===== config.mk =====
export PLATFORM = sky130hd
export DESIGN_NAME = ebs_sequencer
export DESIGN_NICKNAME = d
export VERILOG_FILES = /design/src/verilog/ebs_pkg.sv /design/src/verilog/ebs_sequencer.sv /design/src/verilog/ebs_sync.sv /design/src/verilog/ebs_decode.sv
export SDC_FILE = /design/constraint.sdc
export NUM_CORES = 1
export LEC_CHECK = 0
export ABC_AREA = 1
export BUFFER_PORTS_ARGS = -buffer_cell sky130_fd_sc_hd__buf_2
export CORE_MARGIN = 2
export CORE_UTILIZATION = 55
export CTS_CLUSTER_SIZE = 14
export DETAILED_ROUTE_END_ITERATION = 6
export PLACE_DENSITY_LB_ADDON = 0.25
export SETUP_SLACK_MARGIN = 0.15
export SYNTH_ARGS = -nofsm -noshare
export SYNTH_HDL_FRONTEND = slang
export SYNTH_SLANG_ARGS = --single-unit

===== constraint.sdc =====
create_clock -name clk_in -period 9.4 [get_ports clk_in]
set_clock_uncertainty 0.1 [all_clocks]
set_input_delay 0 -clock clk_in [delete_from_list [all_inputs] [get_ports clk_in]]
set_output_delay 0 -clock clk_in [all_outputs]
set_load 0.05 [all_outputs]

===== src/verilog/ebs_pkg.sv =====
package ebs_pkg;

    localparam int NUM_CS = 4;
    localparam int ADDR_W = 24;
    localparam int DATA_W = 8;

    // per chip select bus format
    localparam logic [1:0] MODE_NATIVE = 2'h0;
    localparam logic [1:0] MODE_THREE_STATE = 2'h1;
    localparam logic [1:0] MODE_FOUR_STATE = 2'h2;
    localparam logic [1:0] MODE_RESET = MODE_NATIVE;

    // state length in system clocks
    localparam logic [3:0] LEN_MIN_THREE = 4'h1;
    localparam logic [3:0] LEN_MIN_FOUR = 4'h2;
    localparam logic [3:0] LEN_RESET = 4'hF;

    // i/o high byte reserved for on-chip peripherals
    localparam logic [7:0] IO_PERIPH_PAGE = 8'h00;

    localparam int MEM_PAGE_LSB = 16;
    localparam int IO_PAGE_LSB = 8;

    typedef struct packed {
        logic enable;
        logic io_space;
        logic [7:0] lower_bound;
        logic [7:0] upper_bound;
        logic [1:0] mode;
        logic mux_addr;
        logic [3:0] state_len;
    } ebs_cs_cfg_type;

    typedef ebs_cs_cfg_type [NUM_CS-1:0] ebs_cfg_array_type;

    // cycle request from the cpu core
    typedef struct packed {
        logic start;
        logic is_io;
        logic is_write;
        logic [ADDR_W-1:0] addr;
        logic [DATA_W-1:0] wdata;
    } ebs_cpu_req_type;

    // native bus signals from the cpu core, active low strobes
    typedef struct packed {
        logic [ADDR_W-1:0] addr;
        logic [DATA_W-1:0] wdata;
        logic data_drive;
        logic rd_n;
        logic wr_n;
        logic memory_request_n;
        logic io_request_n;
    } ebs_native_type;

    // external pins; output enables are low while driving
    typedef struct packed {
        logic [ADDR_W-1:0] addr;
        logic addr_oe_n;
        logic [DATA_W-1:0] data;
        logic data_oe_n;
        logic ctrl_oe_n;
        logic rd_n;
        logic wr_n;
        logic memory_request_n;
        logic io_request_n;
        logic addr_latch_strobe;
        logic [NUM_CS-1:0] chip_select_n;
        logic bus_grant_ack_n;
    } ebs_pins_type;

    typedef enum logic [6:0] {
        ST_IDLE = 7'b000_0001,
        ST_FIRST = 7'b000_0010,
        ST_SECOND = 7'b000_0100,
        ST_WAIT = 7'b000_1000,
        ST_THIRD = 7'b001_0000,
        ST_FOURTH = 7'b010_0000,
        ST_GRANT = 7'b100_0000
    } ebs_state_type;

endpackage


===== src/verilog/ebs_sequencer.sv =====
`timescale 1ns/1ps
// Functional notes
// - bus request: release bus, acknowledge low
// - keep decoding external address during grant
// - external master never reaches internal registers
// - per chip select mode and state length
// - native mode passes bus; reset default
// - three-state read: address, select in first
// - three-state read strobe plus request second
// - three-state wait low before second ends
// - third state stable; capture data ending it
// - three-state write: strobe second, third stable
// - three-state length 1 to 15 clocks
// - four-state separate or multiplexed low address
// - four-state read first: latch strobe pulse
// - four-state read strobe plus request second
// - ready low before third inserts waits
// - four-state read capture at fourth start
// - four-state write first: address, data, strobe
// - four-state write strobe plus request second
// - fourth state drops write, buses held
// - four-state length 2 to 15 clocks
// - resume third edge after wait release
module ebs_sequencer (
    input wire logic clk_in,
    input wire logic nrst_in,
    input wire ebs_pkg::ebs_cfg_array_type cfg_in,
    input wire ebs_pkg::ebs_cpu_req_type cpu_req_in,
    input wire ebs_pkg::ebs_native_type native_in,
    input wire logic cpu_int_reg_sel_in,
    input wire logic int_mem_hit_in,
    input wire logic external_bus_request_n_in,
    input wire logic ext_wait_n_in,
    input wire logic [ebs_pkg::ADDR_W-1:0] ext_addr_in,
    input wire logic [ebs_pkg::DATA_W-1:0] ext_data_in,
    input wire logic ext_memory_request_n_in,
    input wire logic ext_io_request_n_in,
    output ebs_pkg::ebs_pins_type pins_out,
    output logic cpu_stall_out,
    output logic cpu_done_out,
    output logic [ebs_pkg::DATA_W-1:0] cpu_rdata_out,
    output logic int_reg_sel_out
);
    import ebs_pkg::*;

    typedef struct packed {
        ebs_state_type st;
        logic [3:0] cnt;
        logic [3:0] len;
        logic [1:0] cs_idx;
        logic is_io;
        logic is_write;
        logic four;
        logic mux;
        logic [ADDR_W-1:0] addr;
        logic [DATA_W-1:0] wdata;
        logic [DATA_W-1:0] rdata;
        logic done;
    } ebs_seq_state_type;

    ebs_seq_state_type state_reg;
    ebs_seq_state_type state_next;

    // clamp a programmed length to the minimum of its mode
    function automatic logic [3:0] eff_len(input logic [1:0] mode, input logic [3:0] len);
        logic [3:0] min_len;
        min_len = (mode == MODE_FOUR_STATE) ? LEN_MIN_FOUR : LEN_MIN_THREE;
        return (len < min_len) ? min_len : len;
    endfunction

    logic external_bus_request_n_n_s;
    logic wait_n_s;
    logic ext_memory_request_n_n_s;
    logic ext_io_request_n_n_s;
    logic [ADDR_W-1:0] ext_addr_s;
    logic [DATA_W-1:0] ext_data_s;

    ebs_sync #(.WIDTH(4), .INIT(4'hF)) u_sync_ctrl (
        .clk_in(clk_in),
        .nrst_in(nrst_in),
        .async_in({external_bus_request_n_in, ext_wait_n_in, ext_memory_request_n_in,
            ext_io_request_n_in}),
        .sync_out({external_bus_request_n_n_s, wait_n_s, ext_memory_request_n_n_s, ext_io_request_n_n_s})
    );

    ebs_sync #(.WIDTH(ADDR_W + DATA_W)) u_sync_bus (
        .clk_in(clk_in),
        .nrst_in(nrst_in),
        .async_in({ext_addr_in, ext_data_in}),
        .sync_out({ext_addr_s, ext_data_s})
    );

    logic grant;
    logic [ADDR_W-1:0] dec_addr;
    logic dec_mem;
    logic dec_io;
    logic [NUM_CS-1:0] dec_sel;
    logic [1:0] dec_idx;
    logic dec_hit;

    assign grant = (state_reg.st == ST_GRANT);

    // during grant the decoder follows the external master's address
    always_comb
    begin
        if (grant)
        begin
            dec_addr = ext_addr_s;
            dec_mem = !ext_memory_request_n_n_s;
            dec_io = !ext_io_request_n_n_s;
        end
        else if (cpu_req_in.start)
        begin
            dec_addr = cpu_req_in.addr;
            dec_mem = !cpu_req_in.is_io;
            dec_io = cpu_req_in.is_io;
        end
        else
        begin
            dec_addr = native_in.addr;
            dec_mem = !native_in.memory_request_n;
            dec_io = !native_in.io_request_n;
        end
    end

    ebs_decode u_decode (
        .cfg_in(cfg_in),
        .addr_in(dec_addr),
        .mem_cycle_in(dec_mem),
        .io_cycle_in(dec_io),
        .int_mem_hit_in(int_mem_hit_in && !grant),
        .select_out(dec_sel),
        .index_out(dec_idx),
        .hit_out(dec_hit)
    );

    logic last;
    assign last = (state_reg.cnt == state_reg.len - 4'h1);

    always_comb
    begin
        state_next = state_reg;
        state_next.done = 1'b0;
        state_next.cnt = state_reg.cnt + 4'h1;
        case (state_reg.st)
            ST_IDLE:
            begin
                state_next.cnt = 4'h0;
                if (!external_bus_request_n_n_s && !cpu_req_in.start)
                begin
                    state_next.st = ST_GRANT;
                end
                else if (cpu_req_in.start && dec_hit
                    && cfg_in[dec_idx].mode != MODE_NATIVE)
                begin
                    state_next.st = ST_FIRST;
                    state_next.cs_idx = dec_idx;
                    state_next.four = (cfg_in[dec_idx].mode == MODE_FOUR_STATE);
                    state_next.mux = cfg_in[dec_idx].mux_addr;
                    state_next.len = eff_len(cfg_in[dec_idx].mode, cfg_in[dec_idx].state_len);
                    state_next.is_io = cpu_req_in.is_io;
                    state_next.is_write = cpu_req_in.is_write;
                    state_next.addr = cpu_req_in.addr;
                    state_next.wdata = cpu_req_in.wdata;
                end
                else if (cpu_req_in.start)
                begin
                    // native or unselected: the native bus carries it, finish at once
                    state_next.done = 1'b1;
                end
            end
            ST_FIRST:
            begin
                if (last)
                begin
                    state_next.st = ST_SECOND;
                    state_next.cnt = 4'h0;
                end
            end
            ST_SECOND:
            begin
                if (last)
                begin
                    state_next.cnt = 4'h0;
                    // synchronised wait already lags two clocks, so a low seen here was early
                    state_next.st = wait_n_s ? ST_THIRD : ST_WAIT;
                end
            end
            ST_WAIT:
            begin
                state_next.cnt = 4'h0;
                if (wait_n_s)
                begin
                    state_next.st = ST_THIRD;
                end
            end
            ST_THIRD:
            begin
                if (last)
                begin
                    state_next.cnt = 4'h0;
                    if (!state_reg.is_write)
                    begin
                        state_next.rdata = ext_data_in;
                    end
                    if (state_reg.four)
                    begin
                        state_next.st = ST_FOURTH;
                    end
                    else
                    begin
                        state_next.st = ST_IDLE;
                        state_next.done = 1'b1;
                    end
                end
            end
            ST_FOURTH:
            begin
                if (last)
                begin
                    state_next.st = ST_IDLE;
                    state_next.cnt = 4'h0;
                    state_next.done = 1'b1;
                end
            end
            ST_GRANT:
            begin
                state_next.cnt = 4'h0;
                if (external_bus_request_n_n_s)
                begin
                    state_next.st = ST_IDLE;
                end
            end
            default:
            begin
                state_next.st = ST_IDLE;
                state_next.cnt = 4'h0;
            end
        endcase
    end

    always_ff @(posedge clk_in or negedge nrst_in)
    begin
        if (!nrst_in)
        begin
            state_reg <= '{st: ST_IDLE, cnt: 4'h0, len: LEN_RESET, cs_idx: 2'h0,
                is_io: 1'b0, is_write: 1'b0, four: 1'b0, mux: 1'b0,
                addr: '0, wdata: '0, rdata: '0, done: 1'b0};
        end
        else
        begin
            state_reg <= state_next;
        end
    end

    logic in_cycle;
    logic strobe_on;
    logic req_on;
    logic ale_on;
    ebs_state_type st;

    assign st = state_reg.st;
    assign in_cycle = (st == ST_FIRST) || (st == ST_SECOND) || (st == ST_WAIT)
        || (st == ST_THIRD) || (st == ST_FOURTH);
    // strobes stay put through the third state; four-state drops them in the fourth
    assign strobe_on = (st == ST_SECOND) || (st == ST_WAIT) || (st == ST_THIRD);
    assign req_on = strobe_on || (st == ST_FOURTH);
    // latch strobe high for the first half of the first state
    assign ale_on = state_reg.four && (st == ST_FIRST)
        && (state_reg.cnt < (state_reg.len >> 1));

    always_comb
    begin
        pins_out.bus_grant_ack_n = !grant;
        pins_out.chip_select_n = ~dec_sel;
        pins_out.addr_latch_strobe = 1'b0;
        if (grant)
        begin
            // address, data and strobes belong to the external master
            pins_out.addr = '0;
            pins_out.addr_oe_n = 1'b1;
            pins_out.data = '0;
            pins_out.data_oe_n = 1'b1;
            pins_out.ctrl_oe_n = 1'b1;
            pins_out.rd_n = 1'b1;
            pins_out.wr_n = 1'b1;
            pins_out.memory_request_n = 1'b1;
            pins_out.io_request_n = 1'b1;
        end
        else if (in_cycle)
        begin
            pins_out.addr = state_reg.addr;
            pins_out.addr_oe_n = 1'b0;
            pins_out.ctrl_oe_n = 1'b0;
            pins_out.chip_select_n = '1;
            pins_out.chip_select_n[state_reg.cs_idx] = 1'b0;
            pins_out.addr_latch_strobe = ale_on;
            pins_out.rd_n = !(strobe_on && !state_reg.is_write);
            pins_out.wr_n = !(strobe_on && state_reg.is_write);
            pins_out.memory_request_n = !(req_on && !state_reg.is_io);
            pins_out.io_request_n = !(req_on && state_reg.is_io);
            if (state_reg.four && state_reg.mux && st == ST_FIRST)
            begin
                pins_out.data = state_reg.addr[7:0];
                pins_out.data_oe_n = 1'b0;
            end
            else
            begin
                pins_out.data = state_reg.wdata;
                pins_out.data_oe_n = !state_reg.is_write;
            end
        end
        else
        begin
            // native format: the core's signals go to the pins untouched
            pins_out.addr = native_in.addr;
            pins_out.addr_oe_n = 1'b0;
            pins_out.data = native_in.wdata;
            pins_out.data_oe_n = !native_in.data_drive;
            pins_out.ctrl_oe_n = 1'b0;
            pins_out.rd_n = native_in.rd_n;
            pins_out.wr_n = native_in.wr_n;
            pins_out.memory_request_n = native_in.memory_request_n;
            pins_out.io_request_n = native_in.io_request_n;
        end
    end

    assign cpu_stall_out = (st != ST_IDLE) || (!external_bus_request_n_n_s && !cpu_req_in.start);
    assign cpu_done_out = state_reg.done;
    assign cpu_rdata_out = state_reg.rdata;
    // the external master has no path to the register file
    assign int_reg_sel_out = cpu_int_reg_sel_in && !grant;

    // external data is sampled only for the synchroniser chain's sake
    logic unused_ext_data;
    assign unused_ext_data = ^ext_data_s;
endmodule


===== src/verilog/ebs_sync.sv =====
`timescale 1ns/1ps
module ebs_sync #(
    parameter int WIDTH = 1,
    parameter logic [WIDTH-1:0] INIT = '0
) (
    input wire logic clk_in,
    input wire logic nrst_in,
    input wire logic [WIDTH-1:0] async_in,
    output logic [WIDTH-1:0] sync_out
);
    typedef struct packed {
        logic [WIDTH-1:0] first;
        logic [WIDTH-1:0] second;
    } ebs_sync_state_type;

    ebs_sync_state_type state_reg;
    ebs_sync_state_type state_next;

    // first stage feeds only the second stage
    always_comb
    begin
        state_next.first = async_in;
        state_next.second = state_reg.first;
    end

    always_ff @(posedge clk_in or negedge nrst_in)
    begin
        if (!nrst_in)
        begin
            state_reg <= {INIT, INIT};
        end
        else
        begin
            state_reg <= state_next;
        end
    end

    assign sync_out = state_reg.second;
endmodule


===== src/verilog/ebs_decode.sv =====
`timescale 1ns/1ps
module ebs_decode (
    input wire ebs_pkg::ebs_cfg_array_type cfg_in,
    input wire logic [ebs_pkg::ADDR_W-1:0] addr_in,
    input wire logic mem_cycle_in,
    input wire logic io_cycle_in,
    input wire logic int_mem_hit_in,
    output logic [ebs_pkg::NUM_CS-1:0] select_out,
    output logic [1:0] index_out,
    output logic hit_out
);
    import ebs_pkg::*;

    logic [7:0] mem_page;
    logic [7:0] io_page;
    logic [NUM_CS-1:0] match;

    assign mem_page = addr_in[MEM_PAGE_LSB +: 8];
    assign io_page = addr_in[IO_PAGE_LSB +: 8];

    always_comb
    begin
        match = '0;
        for (int i = 0; i < NUM_CS; i++)
        begin
            if (cfg_in[i].enable && !cfg_in[i].io_space && mem_cycle_in && !int_mem_hit_in)
            begin
                match[i] = (mem_page >= cfg_in[i].lower_bound)
                    && (mem_page <= cfg_in[i].upper_bound);
            end
            if (cfg_in[i].enable && cfg_in[i].io_space && io_cycle_in)
            begin
                match[i] = (io_page == cfg_in[i].lower_bound) && (io_page != IO_PERIPH_PAGE);
            end
        end
    end

    // lowest numbered match wins
    always_comb
    begin
        select_out = '0;
        index_out = 2'h0;
        hit_out = 1'b0;
        for (int i = NUM_CS - 1; i >= 0; i--)
        begin
            if (match[i])
            begin
                select_out = '0;
                select_out[i] = 1'b1;
                index_out = 2'(i);
                hit_out = 1'b1;
            end
        end
    end
endmodule


# == Yosys cells after proc, flatten, opt, wreduce, memory -nomap -nowiden ==
# Index checks and enable logic that the tools add are counted.
# classes
mux,55
reduce_logical,75
bitwise_logic,4
addsub,2
order_cmp,13
n_eq_ne,21
# ops
cell,count
$mux W39,2
$pmux W11 S7,1
$bmux W25 S2,1
$mux W24,2
$mux W11,4
$logic_and A1 B1 Y1,42
$mux W7,5
$eq A8 B8 Y1,4
$ge A8 B8 Y1,4
$le A8 B8 Y1,4
$mux W1,23
$logic_not A1 Y1,20
$mux W4,5
$mux W5,3
$mux W2,5
$mux W9,1
$logic_or A1 B1 Y1,8
$ne A2 B2 Y1 const B,4
$not A4 Y4,2
$reduce_bool A8 Y1,1
$eq A7 B1 Y1 const B,1
$eq A7 B2 Y1 const B,1
$eq A7 B3 Y1 const B,1
$eq A7 B4 Y1 const B,1
other kinds (21),25
# totals
ff_bits,134

# == Longest topological paths before layout ==
# depth
depth_word,18
mapped_depth,34
mapped_depth_nobuf,31

# == Cells and area by module ==
# From an unflattened synthesis, not the netlist that was laid out.
# unflattened
hier_cells,1160
hier_area_um2,8619.5
# modules_own_cells
mod,cells_each,area_each_um2,n_inst
ebs_sequencer,689,4444.3,1
ebs_decode,399,2363.5,1
ebs_sync (u_sync_bus),64,1601.5,1
ebs_sync (u_sync_ctrl),8,210.2,1

# == Least setup slack after synthesis ==
# Ideal clock, no wire load.
# synth_path
path_kind,reg-to-reg
startpoint,"register state_reg, in the netlist st[0]"
endpoint,register state_reg[47] (netlist name)
arrival_ns,4.783
setup_time_ns,0.060
path_slack_ns,4.457
required_ns,9.240
path_buffers,4
synth_period_minus_slack_ns,4.943
path_stages_with_launch,30
cell_sequence,dfstp_2 -> nor2_2 -> nand2_4 -> inv_2 -> nand2_2 -> buf_6 -> buf_6 -> clkbuf_1 -> a31oi_1 -> ha_1 -> inv_1 -> nor3_1 -> nand4_1 -> o2111ai_1 -> nand3_1 -> nand2_2 -> nand3_2 -> nand2_4 -> nand2_4 -> buf_6 -> or2_2 -> a32oi_1 -> inv_1 -> ha_1 -> nand3b_1 -> nor2_1 -> nand3_1 -> nand2_1 -> nand2_1 -> nand2_1
# synth_lines
element,line,rtl
start: declaration,ebs_sequencer.sv:61,ebs_seq_state_type state_reg;
start signal: assignment,ebs_sequencer.sv:246,"state_reg <= '{st: ST_IDLE, cnt: 4'h0, len: LEN_RESET, cs_idx: 2'h0,"
start signal: assignment,ebs_sequencer.sv:252,state_reg <= state_next;

# == Worst setup path after layout ==
# layout_path
startpoint,"register state_reg, in the netlist st[0]"
endpoint,register state_reg[41] (netlist name)
# layout_between
elab_chain_len,16
elab_cells_between_ends,63
cone_classes,8 x order compare; 6 x eq/ne; 21 x mux; 28 x reduce/logical
# layout_rtl
element
"parallel branches: the longest is 16 deep, another holds $ge A8 B8 Y1"
# Parallel ways; which one is timed is not known. The select of a mux whose other input is x is not followed.
# A chain may end at the register's enable or synchronous reset.

==> qor.txt <==
largest net degree at the start of global routing = 78
Setup crit start kind = flop
Post-Route WL = 23370 um
Max clock buf depth = 2
Max rail drop VDD = 180.1 uV
die height = 121.9 um
Synth Cell Area = 0.007650 sq mm
placed cell count = 1448
achievable clock frequency = 0.1686 GHz
Hold Crit Class = in2reg
Post-DRT Antenna Nets = 0
Reg2Reg Launch Point = st[0]$_DFFE_PN1P_
top post-synthesis cells by area = dfrtp_1 29%, nand2_1 11%, ha_1 11%
CTS root buf = clkbuf_16
Yosys top cell area share = 29.11%
clk sinks = 102
crit path launch = st[0]$_DFFE_PN1P_
top layer in use = met4
final instance area = 0.009898 sq mm
PortBufs = 259
core area = 0.01372 sq mm
total number of vias = 8047
detailed placer's ending HPWL = 17020 um
synth cell count leaders = 233 x nand2_1, 168 x inv_1, 89 x dfrtp_1, 86 x o21ai_0, 69 x ha_1
gr usage total = 31.65%
RSZ-0062 raised after global routing = false
leakage power = 5.418 nW
crit path max-delay cell type = a31oi_1
min Tclk post-route = 5931 ps
Reg2Reg Capture Point = state_reg[41]$_DFFE_PN0P_
Power Dens Cells = 209.2 mW/mm^2
Post CTS Setup Buffer Count = 0
# IOs = 268
DRT met1 WL = 9517 um
Setup Viol. Count Final = 0
Hold Vio Cnt, Final = 0
post-synthesis cell type count = 48
Num CTS Buffers = 9
FF-to-FF path depth = 25
Cells on Worst Hold Path = 6
Max Transition Viols Final = 0
Layout area overhead = 29.39%
drt initial violations = 497
layout cell share with drive strength beyond 1 = 26.43%
relative slew slack = 14.75%
Skew-Pair Late Insertion Delay = 340 ps
initial antenna violation count = 0
die area = 0.01487 sq mm
crit end category = flop
final setup TNS = 0 ps
Post-Layout Cell Count = 1527
first-pass GRT wire length = 36650 um
WL per Instance = 15.30 um
Mean Syn Cell Area = 7.349 sq um
Critical Path AT = 6060 ps
drt drc = 0
max reg flops = 46
status = finished clean
initial core utilization = 55.76%
vias in the first global route = 7749
total gr overflow = 0
top_reg_cell synth = dfrtp_1
vias per cell = 5.270
Layout Nets = 1623
CTS HTree Levels = 3
Synth async-reset ratio = 100.0%
fin crit share = 63.10%
Yosys top cell by area = dfrtp_1
placed inst area = 0.008966 sq mm
Post-synth EDFFs = 0
metal3 WL = 1820 um
most common cell in the netlist = nand2_1
CTS clk-pin slew, worst paths = 70 ps
hold slack = 19.85 ps
Cells after Synth = 1041
Pre-Repair DR Iteration Count = 5
worst hold start = cfg_in[26]
Util after Layout = 72.15%
FILL cells = 1152
row count = 43
Synth Net Count = 1322
Critical Path RT = 9530 ps
max cap viols = 0
CTS tree = built
hold endpoint = state_reg[48]$_DFFE_PN1P_
GP Congestion = 0.9140
routed wl met2 = 11220 um
flip-flop and latch count after synthesis = 102
CP Max Fanout = 77
Ant. Diodes = 0
Least-Margin Pin Slew = 1273 ps
sequential area share after synthesis = 33.58%
CP max stage delay = 930 ps
die width = 121.9 um
YS warnings = 0
critical path class = reg2reg
R2R Setup Slk = 3470 ps
==> final cells by class <==
class                      instances  area, sq um  share of cell area, %
tap                              180        225.2                  2.275
inverter                         175        656.9                  6.636
multi-input combinational        724         4156                  41.99
timing repair buffer             330         1989                  20.10
clock buffer                      11        242.7                  2.452
clock inverter                     5        58.81                 0.5941
sequential                       102         2569                  25.95
==> worst max path at each step <==
stage | end | slack (ps) | cells past startpoint
2_1_floorplan | state_reg[47]$_DFFE_PN1P_ | 4460 | 29
3_3_place_gp | state_reg[42]$_DFFE_PN0P_ | 3660 | 26
3_5_place_dp | state_reg[45]$_DFFE_PN0P_ | 3520 | 26
4_1_cts | state_reg[41]$_DFFE_PN0P_ | 3500 | 26
5_1_grt | state_reg[41]$_DFFE_PN0P_ | 2970 | 26
6_report | state_reg[41]$_DFFE_PN0P_ | 3470 | 25
==> per-layer routing <==
metal | vias to the layer above | GRT usage (%)
met2 | 341 | 54.22
met1 | 3672 | 39.13
met4 | 0 | 12.50
li1 | 3972 | -
met5 | - | 0
met3 | 62 | 6.507
==> cells in the final DEF (no fill, tap or decap), types with 2 or more instances in the layout <==
cell type	n
buf_2	258
nand2_1	232
inv_1	168
dfrtp_1	89
o21ai_0	86
ha_1	69
a21oi_1	64
nor2_1	63
dlygate4sd3_1	63
nand3_1	61
nand2_2	20
o21ai_1	20
xor2_1	13
dfstp_2	13
a31oi_1	12
nor4_1	10
clkbuf_16	9
buf_4	9
mux2_2	8
inv_2	6
o21ai_2	6
nand3b_1	5
nor2_2	4
nand2_4	4
o211ai_1	4
nor3_1	4
nand4_1	4
nand3_2	4
xnor2_1	3
nor2_8	3
o2111ai_1	3
o22ai_1	3
a21boi_0	2
a32oi_1	2
nor2_4	2
or2_2	2
o31ai_1	2
clkinvlp_4	2
==> logic make-up (layout without fill, tap and decap cells) <==
logic type	Yosys count	count (layout)	share of synthesized area [%]
xor gates and xnor gates	16	16	1.832
AOI/OAI and AO/OA	212	212	15.28
muxes	8	8	1.178
buffers and inverters	215	521	12.12
DFF	102	102	33.58
adders and majority gates	69	69	11.29
and+or+nand+nor	419	419	24.73
==> repair_timing <==
action | 4_1_cts | 5_1_grt
hold endpoints to repair | 101 | 0
hold buffers | 63 | 0
endpoints found under the setup margin | 0 | 0
gates resized for setup | 0 | 0
==> per-stage QoR <==
stage	setup slack, ps	total power (W)
2_1_floorplan	4457	0.001386
3_3_place_gp	3665	0.001633
3_5_place_dp	3525	0.001660
4_1_cts	3498	0.002064
5_1_grt	2971	0.002215
6_report	3469	0.002071
==> worst max-delay path, delay by kind of cell, from the launching register on <==
| family | cells | cell delay (ps) |
|---|---|---|
| flip-flops | 1 | 550 |
| AND/OR/NAND/NOR | 19 | 2850 |
| buffers and inverters | 3 | 750 |
| adder cells (fa/ha/maj) | 1 | 230 |
| AO/OA/AOI/OAI | 2 | 1270 |
==> power breakdown <==
part	leakage (nW)	total [W]	switching, W	internal, W
Clock	0.142	0.000380	0.000166	0.000215
Combinational	4.10	0.00109	0.000763	0.000331
Sequential	1.17	0.000597	0.0000493	0.000548
Total	5.42	0.00207	0.000978	0.00109
Note: power is estimated with default switching activity, not from simulation.
